<file path="config.mk">
export PLATFORM = sky130hd
export DESIGN_NAME = abu_breakpoint
export DESIGN_NICKNAME = d
export VERILOG_FILES = /design/src/hdl/abu_pkg.sv /design/src/hdl/abu_breakpoint.sv
export SDC_FILE = /design/constraint.sdc
export NUM_CORES = 1
export LEC_CHECK = 0
export BUFFER_PORTS_ARGS = -buffer_cell sky130_fd_sc_hd__buf_2
export CORE_MARGIN = 4
export CORE_UTILIZATION = 36
export DETAILED_ROUTE_END_ITERATION = 7
export HOLD_SLACK_MARGIN = 0.12
export PLACE_DENSITY = 0.7
export SYNTH_ARGS = -nofsm -noshare
export SYNTH_HDL_FRONTEND = slang
export SYNTH_SLANG_ARGS = --single-unit
export TNS_END_PERCENT = 50
</file>
<file path="constraint.sdc">
create_clock -name aclk -period 2.3 [get_ports aclk]
set_clock_uncertainty 0.2 [all_clocks]
set_input_delay 0.23 -clock aclk [delete_from_list [all_inputs] [get_ports aclk]]
set_output_delay 0.23 -clock aclk [all_outputs]
set_load 0.05 [all_outputs]
</file>
<file path="src/hdl/abu_pkg.sv">
// package of constants for the address breakpoint unit
package abu_pkg;
  // register byte offsets (printed offsets, byte addresses)
  localparam logic [15:0] ABU_OFS_WAIT_STATUS = 16'hFE00;
  localparam logic [15:0] ABU_OFS_RESERVED = 16'hFE02;
  localparam logic [15:0] ABU_OFS_FLAG_CONTROL = 16'hFE03;
  localparam logic [15:0] ABU_OFS_ADDR_HIGH = 16'hFE09;
  localparam logic [15:0] ABU_OFS_ADDR_LOW = 16'hFE0A;
  localparam logic [15:0] ABU_OFS_STATUS_CONTROL = 16'hFE0B;
  // field positions
  localparam int ABU_BIT_MATCH_ENABLE = 7;
  localparam int ABU_BIT_BREAK_ACTIVE = 6;
  localparam int ABU_BIT_FLAG_CLEAR = 7;
  localparam int ABU_BIT_WAIT_EXIT = 1;
  // reset values
  localparam logic [7:0] ABU_RST_BYTE = 8'h00;
  // vectors driven toward the core on a break
  localparam logic [15:0] ABU_VEC_NORMAL = 16'hFFFC;
  localparam logic [15:0] ABU_VEC_MONITOR = 16'hFEFC;
  // axi response codes
  localparam logic [1:0] ABU_RESP_OKAY = 2'h0;
  localparam logic [1:0] ABU_RESP_SLVERR = 2'h2;
  typedef enum logic [1:0] {
    ABU_IDLE,
    ABU_WAIT_BOUNDARY,
    ABU_IN_BREAK
  } abu_state_t;
endpackage : abu_pkg

</file>
<file path="src/hdl/abu_breakpoint.sv">
// address breakpoint unit with axi4-lite register slave
// Operation
// - enabled break and pc address equals 16-bit break address raises request
// - break forces interrupt opcode, vector FFFC or FEFC in monitor mode
// - writing one to break-active bit itself raises a break (here only if the bit was zero and no break is pending)
// - break-active bit sets on a match, readable and writable
// - match enable at bit 7, read/write, reset clear, gates matches
// - opcode match: break before that instruction executes
// - operand match: instruction completes before the break
// - software break taken just before next instruction starts
// - return-from-interrupt in break routine ends the break state
// - same address after clear gives no further break after return
// - in break, flags clearable only when flag-clear enable set
// - timer counter halted while break in progress
// - watchdog disabled in break while test high voltage present
// - wait-exit bit 1 cleared by writing zero, resets to zero
// - wait-exit bit reads one when wait left by a break
// - no address-match break in wait or stop modes
//
// Implementation choice: the AXI4-Lite register port.
`timescale 1ns/100ps
module abu_breakpoint
  import abu_pkg::*;
#(
  parameter int ADDR_W = 16
) (
  // clock and reset
  input wire logic aclk,
  input wire logic aresetn,
  // axi4-lite write address, data and response
  input wire logic [ADDR_W-1:0] s_axi_awaddr,
  input wire logic s_axi_awvalid,
  output logic s_axi_awready,
  input wire logic [31:0] s_axi_wdata,
  input wire logic [3:0] s_axi_wstrb,
  input wire logic s_axi_wvalid,
  output logic s_axi_wready,
  output logic [1:0] s_axi_bresp,
  output logic s_axi_bvalid,
  input wire logic s_axi_bready,
  // axi4-lite read
  input wire logic [ADDR_W-1:0] s_axi_araddr,
  input wire logic s_axi_arvalid,
  output logic s_axi_arready,
  output logic [31:0] s_axi_rdata,
  output logic [1:0] s_axi_rresp,
  output logic s_axi_rvalid,
  input wire logic s_axi_rready,
  // cpu side
  input wire logic [15:0] cpu_addr,
  input wire logic cpu_addr_valid,
  input wire logic cpu_opcode_fetch,
  input wire logic cpu_instr_boundary,
  input wire logic cpu_rti_done,
  input wire logic cpu_low_power,
  input wire logic cpu_wait_exit,
  input wire logic monitor_mode,
  input wire logic test_high_voltage,
  // toward system integration unit and peer modules
  output logic breakpoint_request,
  output logic [15:0] break_vector,
  output logic break_state,
  output logic flag_clear_allowed,
  output logic timer_halt,
  output logic watchdog_disable
);
  if (ADDR_W != 16) begin : g_addr_w_check
    $error("abu_breakpoint: ADDR_W must be 16");
  end

  logic [7:0] addr_hi_r, addr_hi_nxt, addr_lo_r, addr_lo_nxt;
  logic match_en_r, match_en_nxt, active_r, active_nxt;
  logic flag_clr_r, flag_clr_nxt, wait_exit_r, wait_exit_nxt;
  logic armed_r, armed_nxt;
  abu_state_t state_r, state_nxt;
  logic req_r, req_nxt, tmr_r, tmr_nxt, wdg_r, wdg_nxt, fca_r, fca_nxt;
  logic [15:0] vec_r, vec_nxt;
  logic aw_r, aw_nxt, w_r, w_nxt, bv_r, bv_nxt, rv_r, rv_nxt;
  logic [15:0] awa_r, awa_nxt;
  logic [7:0] wd_r, wd_nxt, rd_r, rd_nxt;
  logic [1:0] bresp_r, bresp_nxt, rresp_r, rresp_nxt;
  logic awrdy_r, awrdy_nxt, wrdy_r, wrdy_nxt, arrdy_r, arrdy_nxt;
  logic do_wr, hit, sw_break;

  function automatic logic known_ofs(input logic [15:0] a);
    known_ofs = (a == ABU_OFS_WAIT_STATUS) || (a == ABU_OFS_RESERVED) ||
      (a == ABU_OFS_FLAG_CONTROL) || (a == ABU_OFS_ADDR_HIGH) ||
      (a == ABU_OFS_ADDR_LOW) || (a == ABU_OFS_STATUS_CONTROL);
  endfunction : known_ofs

  // bus slave: address and data taken in either order, answer after both
  always_comb begin
    aw_nxt = aw_r;
    w_nxt = w_r;
    awa_nxt = awa_r;
    wd_nxt = wd_r;
    bv_nxt = bv_r;
    bresp_nxt = bresp_r;
    rv_nxt = rv_r;
    rd_nxt = rd_r;
    rresp_nxt = rresp_r;
    do_wr = 1'b0;
    if (s_axi_awvalid && !aw_r && !bv_r) begin
      aw_nxt = 1'b1;
      awa_nxt = s_axi_awaddr;
    end
    if (s_axi_wvalid && !w_r && !bv_r) begin
      w_nxt = 1'b1;
      wd_nxt = s_axi_wstrb[0] ? s_axi_wdata[7:0] : 8'h00;
    end
    // strobe off on lane 0 writes zero to the addressed register
    if (aw_r && w_r) begin
      do_wr = known_ofs(awa_r) && (awa_r != ABU_OFS_RESERVED);
      aw_nxt = 1'b0;
      w_nxt = 1'b0;
      bv_nxt = 1'b1;
      bresp_nxt = known_ofs(awa_r) ? ABU_RESP_OKAY : ABU_RESP_SLVERR;
    end
    if (bv_r && s_axi_bready) bv_nxt = 1'b0;
    if (s_axi_arvalid && !rv_r) begin
      rv_nxt = 1'b1;
      rresp_nxt = known_ofs(s_axi_araddr) ? ABU_RESP_OKAY : ABU_RESP_SLVERR;
      unique case (s_axi_araddr)
        ABU_OFS_WAIT_STATUS: rd_nxt = {6'h00, wait_exit_r, 1'b0};
        ABU_OFS_FLAG_CONTROL: rd_nxt = {flag_clr_r, 7'h00};
        ABU_OFS_ADDR_HIGH: rd_nxt = addr_hi_r;
        ABU_OFS_ADDR_LOW: rd_nxt = addr_lo_r;
        ABU_OFS_STATUS_CONTROL: rd_nxt = {match_en_r, active_r, 6'h00};
        default: rd_nxt = ABU_RST_BYTE;
      endcase
    end else if (rv_r && s_axi_rready) begin
      rv_nxt = 1'b0;
    end
    // readies follow next state so the ports come straight from flops
    awrdy_nxt = !aw_nxt && !bv_nxt;
    wrdy_nxt = !w_nxt && !bv_nxt;
    arrdy_nxt = !rv_nxt;
  end

  always_ff @(posedge aclk) begin
    if (!aresetn) begin
      aw_r <= 1'b0;
      w_r <= 1'b0;
      awa_r <= 16'h0000;
      wd_r <= ABU_RST_BYTE;
      bv_r <= 1'b0;
      bresp_r <= ABU_RESP_OKAY;
      rv_r <= 1'b0;
      rd_r <= ABU_RST_BYTE;
      rresp_r <= ABU_RESP_OKAY;
      awrdy_r <= 1'b1;
      wrdy_r <= 1'b1;
      arrdy_r <= 1'b1;
    end else begin
      aw_r <= aw_nxt;
      w_r <= w_nxt;
      awa_r <= awa_nxt;
      wd_r <= wd_nxt;
      bv_r <= bv_nxt;
      bresp_r <= bresp_nxt;
      rv_r <= rv_nxt;
      rd_r <= rd_nxt;
      rresp_r <= rresp_nxt;
      awrdy_r <= awrdy_nxt;
      wrdy_r <= wrdy_nxt;
      arrdy_r <= arrdy_nxt;
    end
  end

  assign s_axi_awready = awrdy_r;
  assign s_axi_wready = wrdy_r;
  assign s_axi_bvalid = bv_r;
  assign s_axi_bresp = bresp_r;
  assign s_axi_arready = arrdy_r;
  assign s_axi_rvalid = rv_r;
  assign s_axi_rdata = {24'h000000, rd_r};
  assign s_axi_rresp = rresp_r;

  // match needs an enabled unit, a real cpu cycle and a moving address bus
  assign hit = match_en_r && armed_r && cpu_addr_valid &&
    !cpu_low_power &&
    (cpu_addr == {addr_hi_r, addr_lo_r});
  assign sw_break = do_wr && (awa_r == ABU_OFS_STATUS_CONTROL) &&
    wd_r[ABU_BIT_BREAK_ACTIVE] && !active_r;

  // registers and break sequencing
  always_comb begin
    addr_hi_nxt = addr_hi_r;
    addr_lo_nxt = addr_lo_r;
    match_en_nxt = match_en_r;
    active_nxt = active_r;
    flag_clr_nxt = flag_clr_r;
    wait_exit_nxt = wait_exit_r;
    armed_nxt = armed_r;
    state_nxt = state_r;
    if (do_wr) begin
      unique case (awa_r)
        ABU_OFS_ADDR_HIGH: begin
          addr_hi_nxt = wd_r;
          armed_nxt = 1'b1;
        end
        ABU_OFS_ADDR_LOW: begin
          addr_lo_nxt = wd_r;
          armed_nxt = 1'b1;
        end
        ABU_OFS_FLAG_CONTROL: flag_clr_nxt = wd_r[ABU_BIT_FLAG_CLEAR];
        ABU_OFS_STATUS_CONTROL: begin
          match_en_nxt = wd_r[ABU_BIT_MATCH_ENABLE];
          active_nxt = wd_r[ABU_BIT_BREAK_ACTIVE];
        end
        // only a zero clears; a one written leaves the flag as is
        ABU_OFS_WAIT_STATUS: if (!wd_r[ABU_BIT_WAIT_EXIT])
          wait_exit_nxt = 1'b0;
        default: ;
      endcase
    end
    // wait exit caused by a pending break sets the flag, set beats clear
    if (cpu_wait_exit && state_r != ABU_IDLE) wait_exit_nxt = 1'b1;
    unique case (state_r)
      ABU_IDLE: begin
        if (hit) begin
          active_nxt = 1'b1;
          // the address stays disarmed until software rewrites it
          armed_nxt = 1'b0;
          // opcode hit: break at once so that opcode never runs
          state_nxt = cpu_opcode_fetch ? ABU_IN_BREAK : ABU_WAIT_BOUNDARY;
        end else if (sw_break) begin
          state_nxt = ABU_WAIT_BOUNDARY;
        end
      end
      ABU_WAIT_BOUNDARY: if (cpu_instr_boundary) state_nxt = ABU_IN_BREAK;
      ABU_IN_BREAK: if (cpu_rti_done) state_nxt = ABU_IDLE;
      default: state_nxt = ABU_IDLE;
    endcase
  end

  always_comb begin
    req_nxt = (state_nxt != ABU_IDLE);
    vec_nxt = monitor_mode ? ABU_VEC_MONITOR : ABU_VEC_NORMAL;
    tmr_nxt = (state_nxt == ABU_IN_BREAK);
    wdg_nxt = (state_nxt == ABU_IN_BREAK) && test_high_voltage;
    fca_nxt = (state_nxt != ABU_IN_BREAK) || flag_clr_nxt;
  end

  always_ff @(posedge aclk) begin
    if (!aresetn) begin
      addr_hi_r <= ABU_RST_BYTE;
      addr_lo_r <= ABU_RST_BYTE;
      match_en_r <= 1'b0;
      active_r <= 1'b0;
      flag_clr_r <= 1'b0;
      wait_exit_r <= 1'b0;
      armed_r <= 1'b1;
      state_r <= ABU_IDLE;
      req_r <= 1'b0;
      vec_r <= ABU_VEC_NORMAL;
      tmr_r <= 1'b0;
      wdg_r <= 1'b0;
      fca_r <= 1'b1;
    end else begin
      addr_hi_r <= addr_hi_nxt;
      addr_lo_r <= addr_lo_nxt;
      match_en_r <= match_en_nxt;
      active_r <= active_nxt;
      flag_clr_r <= flag_clr_nxt;
      wait_exit_r <= wait_exit_nxt;
      armed_r <= armed_nxt;
      state_r <= state_nxt;
      req_r <= req_nxt;
      vec_r <= vec_nxt;
      tmr_r <= tmr_nxt;
      wdg_r <= wdg_nxt;
      fca_r <= fca_nxt;
    end
  end

  assign breakpoint_request = req_r;
  assign break_vector = vec_r;
  assign break_state = tmr_r;
  assign timer_halt = tmr_r;
  assign watchdog_disable = wdg_r;
  assign flag_clear_allowed = fca_r;

  chk_match_raises_req: assert property (@(posedge aclk) disable iff (!aresetn)
    state_r == ABU_IDLE && hit |=> breakpoint_request && active_r)
    else $error("address match did not raise the request");
  chk_disabled_no_req: assert property (@(posedge aclk) disable iff (!aresetn)
    state_r == ABU_IDLE && !sw_break && !(cpu_addr_valid && match_en_r)
    |=> !breakpoint_request)
    else $error("request raised without enable or write");
  chk_low_power_quiet: assert property (@(posedge aclk) disable iff (!aresetn)
    state_r == ABU_IDLE && cpu_low_power && !sw_break |=> !breakpoint_request)
    else $error("request raised in low power mode");
  chk_sw_break_req: assert property (@(posedge aclk) disable iff (!aresetn)
    state_r == ABU_IDLE && sw_break |=> breakpoint_request && active_r)
    else $error("software break did not raise the request");
  chk_opcode_immediate: assert property (@(posedge aclk) disable iff (!aresetn)
    state_r == ABU_IDLE && hit && cpu_opcode_fetch |=> timer_halt)
    else $error("opcode match did not enter break at once");
  chk_rti_ends_break: assert property (@(posedge aclk) disable iff (!aresetn)
    state_r == ABU_IN_BREAK && cpu_rti_done |=> !breakpoint_request [*2])
    else $error("return did not end the break");
  chk_vector_select: assert property (@(posedge aclk) disable iff (!aresetn)
    monitor_mode |=> break_vector == ABU_VEC_MONITOR)
    else $error("wrong break vector");
  chk_watchdog_off: assert property (@(posedge aclk) disable iff (!aresetn)
    watchdog_disable |-> timer_halt && $past(test_high_voltage))
    else $error("watchdog disabled outside a break");
  chk_no_rebreak: assert property (@(posedge aclk) disable iff (!aresetn)
    state_r == ABU_IDLE && $past(state_r) == ABU_IN_BREAK && !do_wr
    && !$past(do_wr) |-> !hit)
    else $error("same address broke again");
endmodule : abu_breakpoint

</file>
==> flow_summary.toml <==
[final_layout]
nNetsFinal = 602
multi_input_area_um2 = 1767
n_fill_cell = 883
fin_cells = 637
regArea_um2 = 1381
drive_gt1_share_pct = 23.82
diodes = 0
finalInstanceArea_um2 = 4492
area_delta_synth_final_pct = 31.69

[drt]
drtIter0Drc = 67
drtAntennaViolNets = 0
wl_met1_mm = 3.541
wl_per_cell_um = 12.86
wl_met2_mm = 3.922
postRouteWirelength_mm = 8.193
drc = 0
top_layer_used = "met4"
dr.pass1.iters = 4
viasPerCell = 4.532
vias = 2887
wl_met3_um = 597

[cts]
htreeDepth = 3
cts_tree = "built"
cts_made_buffers = 9
cts_root_buf = "clkbuf_8"
clkLatencyLatePin_ps = 340
ctsResizeCount = 0
clock-sinks = 69
clock_path_buffers = 2
clkTransAtPathRegs_ps = 80
post_cts_buffers = 0

[global_route]
grt_pass1_wl_mm = 13.39
grt.overflow.total = 0
grt_max_degree = 64
antenna_found_initial = 0
first_global_vias = 2916
grt_usage_pct = 14.85

[place]
portBuffers = 92
pre_cts_slack_ps = 317.5
placed_cells = 580
placed_area_um2 = 3811
routabilityCongestion = 0.8123
dpl.hpwl_mm = 5.902

[sta]
final.setup.tns_ps = 0
finalCritPeriodShare_pct = 95.82
fin_crit_ps = 2204
tightest_slew_ps = 550.1
rsz0062_at_grt = "no"
slew_viol_final = 0
setup_viol = 0
fin_ws_ps = 96.22
finalHoldViolCount = 0
slew_headroom_pct = 63.24
fmax_ghz = 0.4538

[logic_synthesis]
synth_cell_types = 53
synth_area_um2 = 3411
post-synth-top-area-cell = "dfxtp_1"
synth-seq-cells = 69
synth-edff-count = 0
yosysWarnings = 0
synth_cells = 379
synthTopCellsByCount = "dfxtp_1 (69), nand2_1 (53), buf_4 (42)"
synth_seq_area_share_pct = 40.50
yosys-top-cells-area = "dfxtp_1 (40%), buf_4 (9.2%), mux2i_1 (6.2%)"
synth_ff_type = "dfxtp_1"
synth_top_area_share_pct = 40.50
async_reset_ff_share_pct = 0
postSynthAreaPerCell_um2 = 8.999
yosysMostFrequentCell = "dfxtp_1"

[power]
ir_drop_uv = 454.5
power_uw = 3048
p_per_area_nw_per_um2 = 678.6
p_leak_uw = 0.002070

[floorplan]
core_um2 = 9240
initial_utilization_pct = 36.91
rows = 35
io_pins = 161
fp.dieW_um = 105.3
fp.dieH_um = 105.3
die_area_um2 = 11100

[worst_setup_path]
worst_ep_required_time_ps = 2380
arrival_ps = 2290
crit_path_max_fanout = 6
critPathLaunchType = "register"
crit_type = "reg -> reg"
cp-end-kind = "register"

[run_status]
outcome = "finished, final reports clean"

[flow_run]
maxCapViolCount = 0

[hold_path]
hp-class = "in -> reg"
[cell type report]
| cell class | instances | area share (%) |
|---|---|---|
| Multi-Input combinational cell | 283 | 39.33 |
| Sequential cell | 69 | 30.75 |
| Timing Repair Buffer | 137 | 20.06 |
| Tap cell | 129 | 3.593 |
| Clock inverter | 7 | 3.259 |
| Clock buffer | 9 | 2.758 |
| Inverter | 3 | 0.2507 |
[state kept, by name (all words and copies together) (netlist names), 2 cells and up]
signal / flops
addr_hi_r: 8
addr_lo_r: 8
awa_r: 16
rd_r: 8
state_r: 2
wd_r: 8
[routing by layer]
layer | up-vias | GRT usage (%)
li1 | 1456 | -
met1 | 1310 | 16.90
met2 | 109 | 25.91
met3 | 12 | 5.083
met4 | 0 | 4.873
met5 | - | 0
[power by group]
group          internal, uW  total (uW)  switching (uW)
registers              1230        1270            33.2
clock network           837        1320             478
logic                   156         467             311
total                  2230        3050             822
[logic make-up (layout without fill, tap and decap cells)]
logic type	Yosys count	count (layout)	synth area share [%]
other	2	41	0.2202
DFF	69	69	40.50
buffers and inverters	66	156	12.00
muxes	23	23	6.823
and+or+nand+nor	142	142	22.85
AOI/OAI and AO/OA	58	58	12.73
xor gates and xnor gates	19	19	4.879
[critical path, stage by stage (launching register included)]
cell	delay, ps
dfxtp_1	340
xor2_1	180
nor4_1	290
nand3_1	280
o31ai_1	280
dlygate4sd3_1	570
[what timing repair did]
| item | CTS | global route |
|---|---|---|
| hold buffers | 41 | 0 |
| setup endpoints to repair | 0 | 1 |
| hold endpoints to repair | 35 | 0 |
[worst paths after layout]
kind	from	end	slack (ps)	cells after the start
setup / recovery	addr_hi_r[3]$_SDFFE_PN0P_	break_state$_SDFF_PN0_	100	5
hold reg to reg	armed_r$_SDFF_PN1_	armed_r$_SDFF_PN1_	260	2
setup reg to reg	addr_hi_r[3]$_SDFFE_PN0P_	break_state$_SDFF_PN0_	100	5
hold / removal	s_axi_araddr[1]	s_axi_rresp[1]$_SDFFE_PN0P_	160	3
[through the flow]
stage,hold slack (ps),util (%)
floorplan,91.94,-
detailed placement,202.1,41.25
global route,168.6,48.61
global placement,195.3,41.25
CTS,144.1,48.61
finish,161.8,48.61
[cell usage in the layout, fill, tap and decap left out, types with 9 or more instances in the layout]
cell            n
clkbuf_8        9
a21boi_0       26
mux2i_1        21
nand3_1        14
nand2_1        53
conb_1         41
nor2_1         10
xor2_1         17
dfxtp_1        69
nor2b_1        27
dlygate4sd3_1  41
buf_2          92
Note: power is estimated with default switching activity, not from simulation.
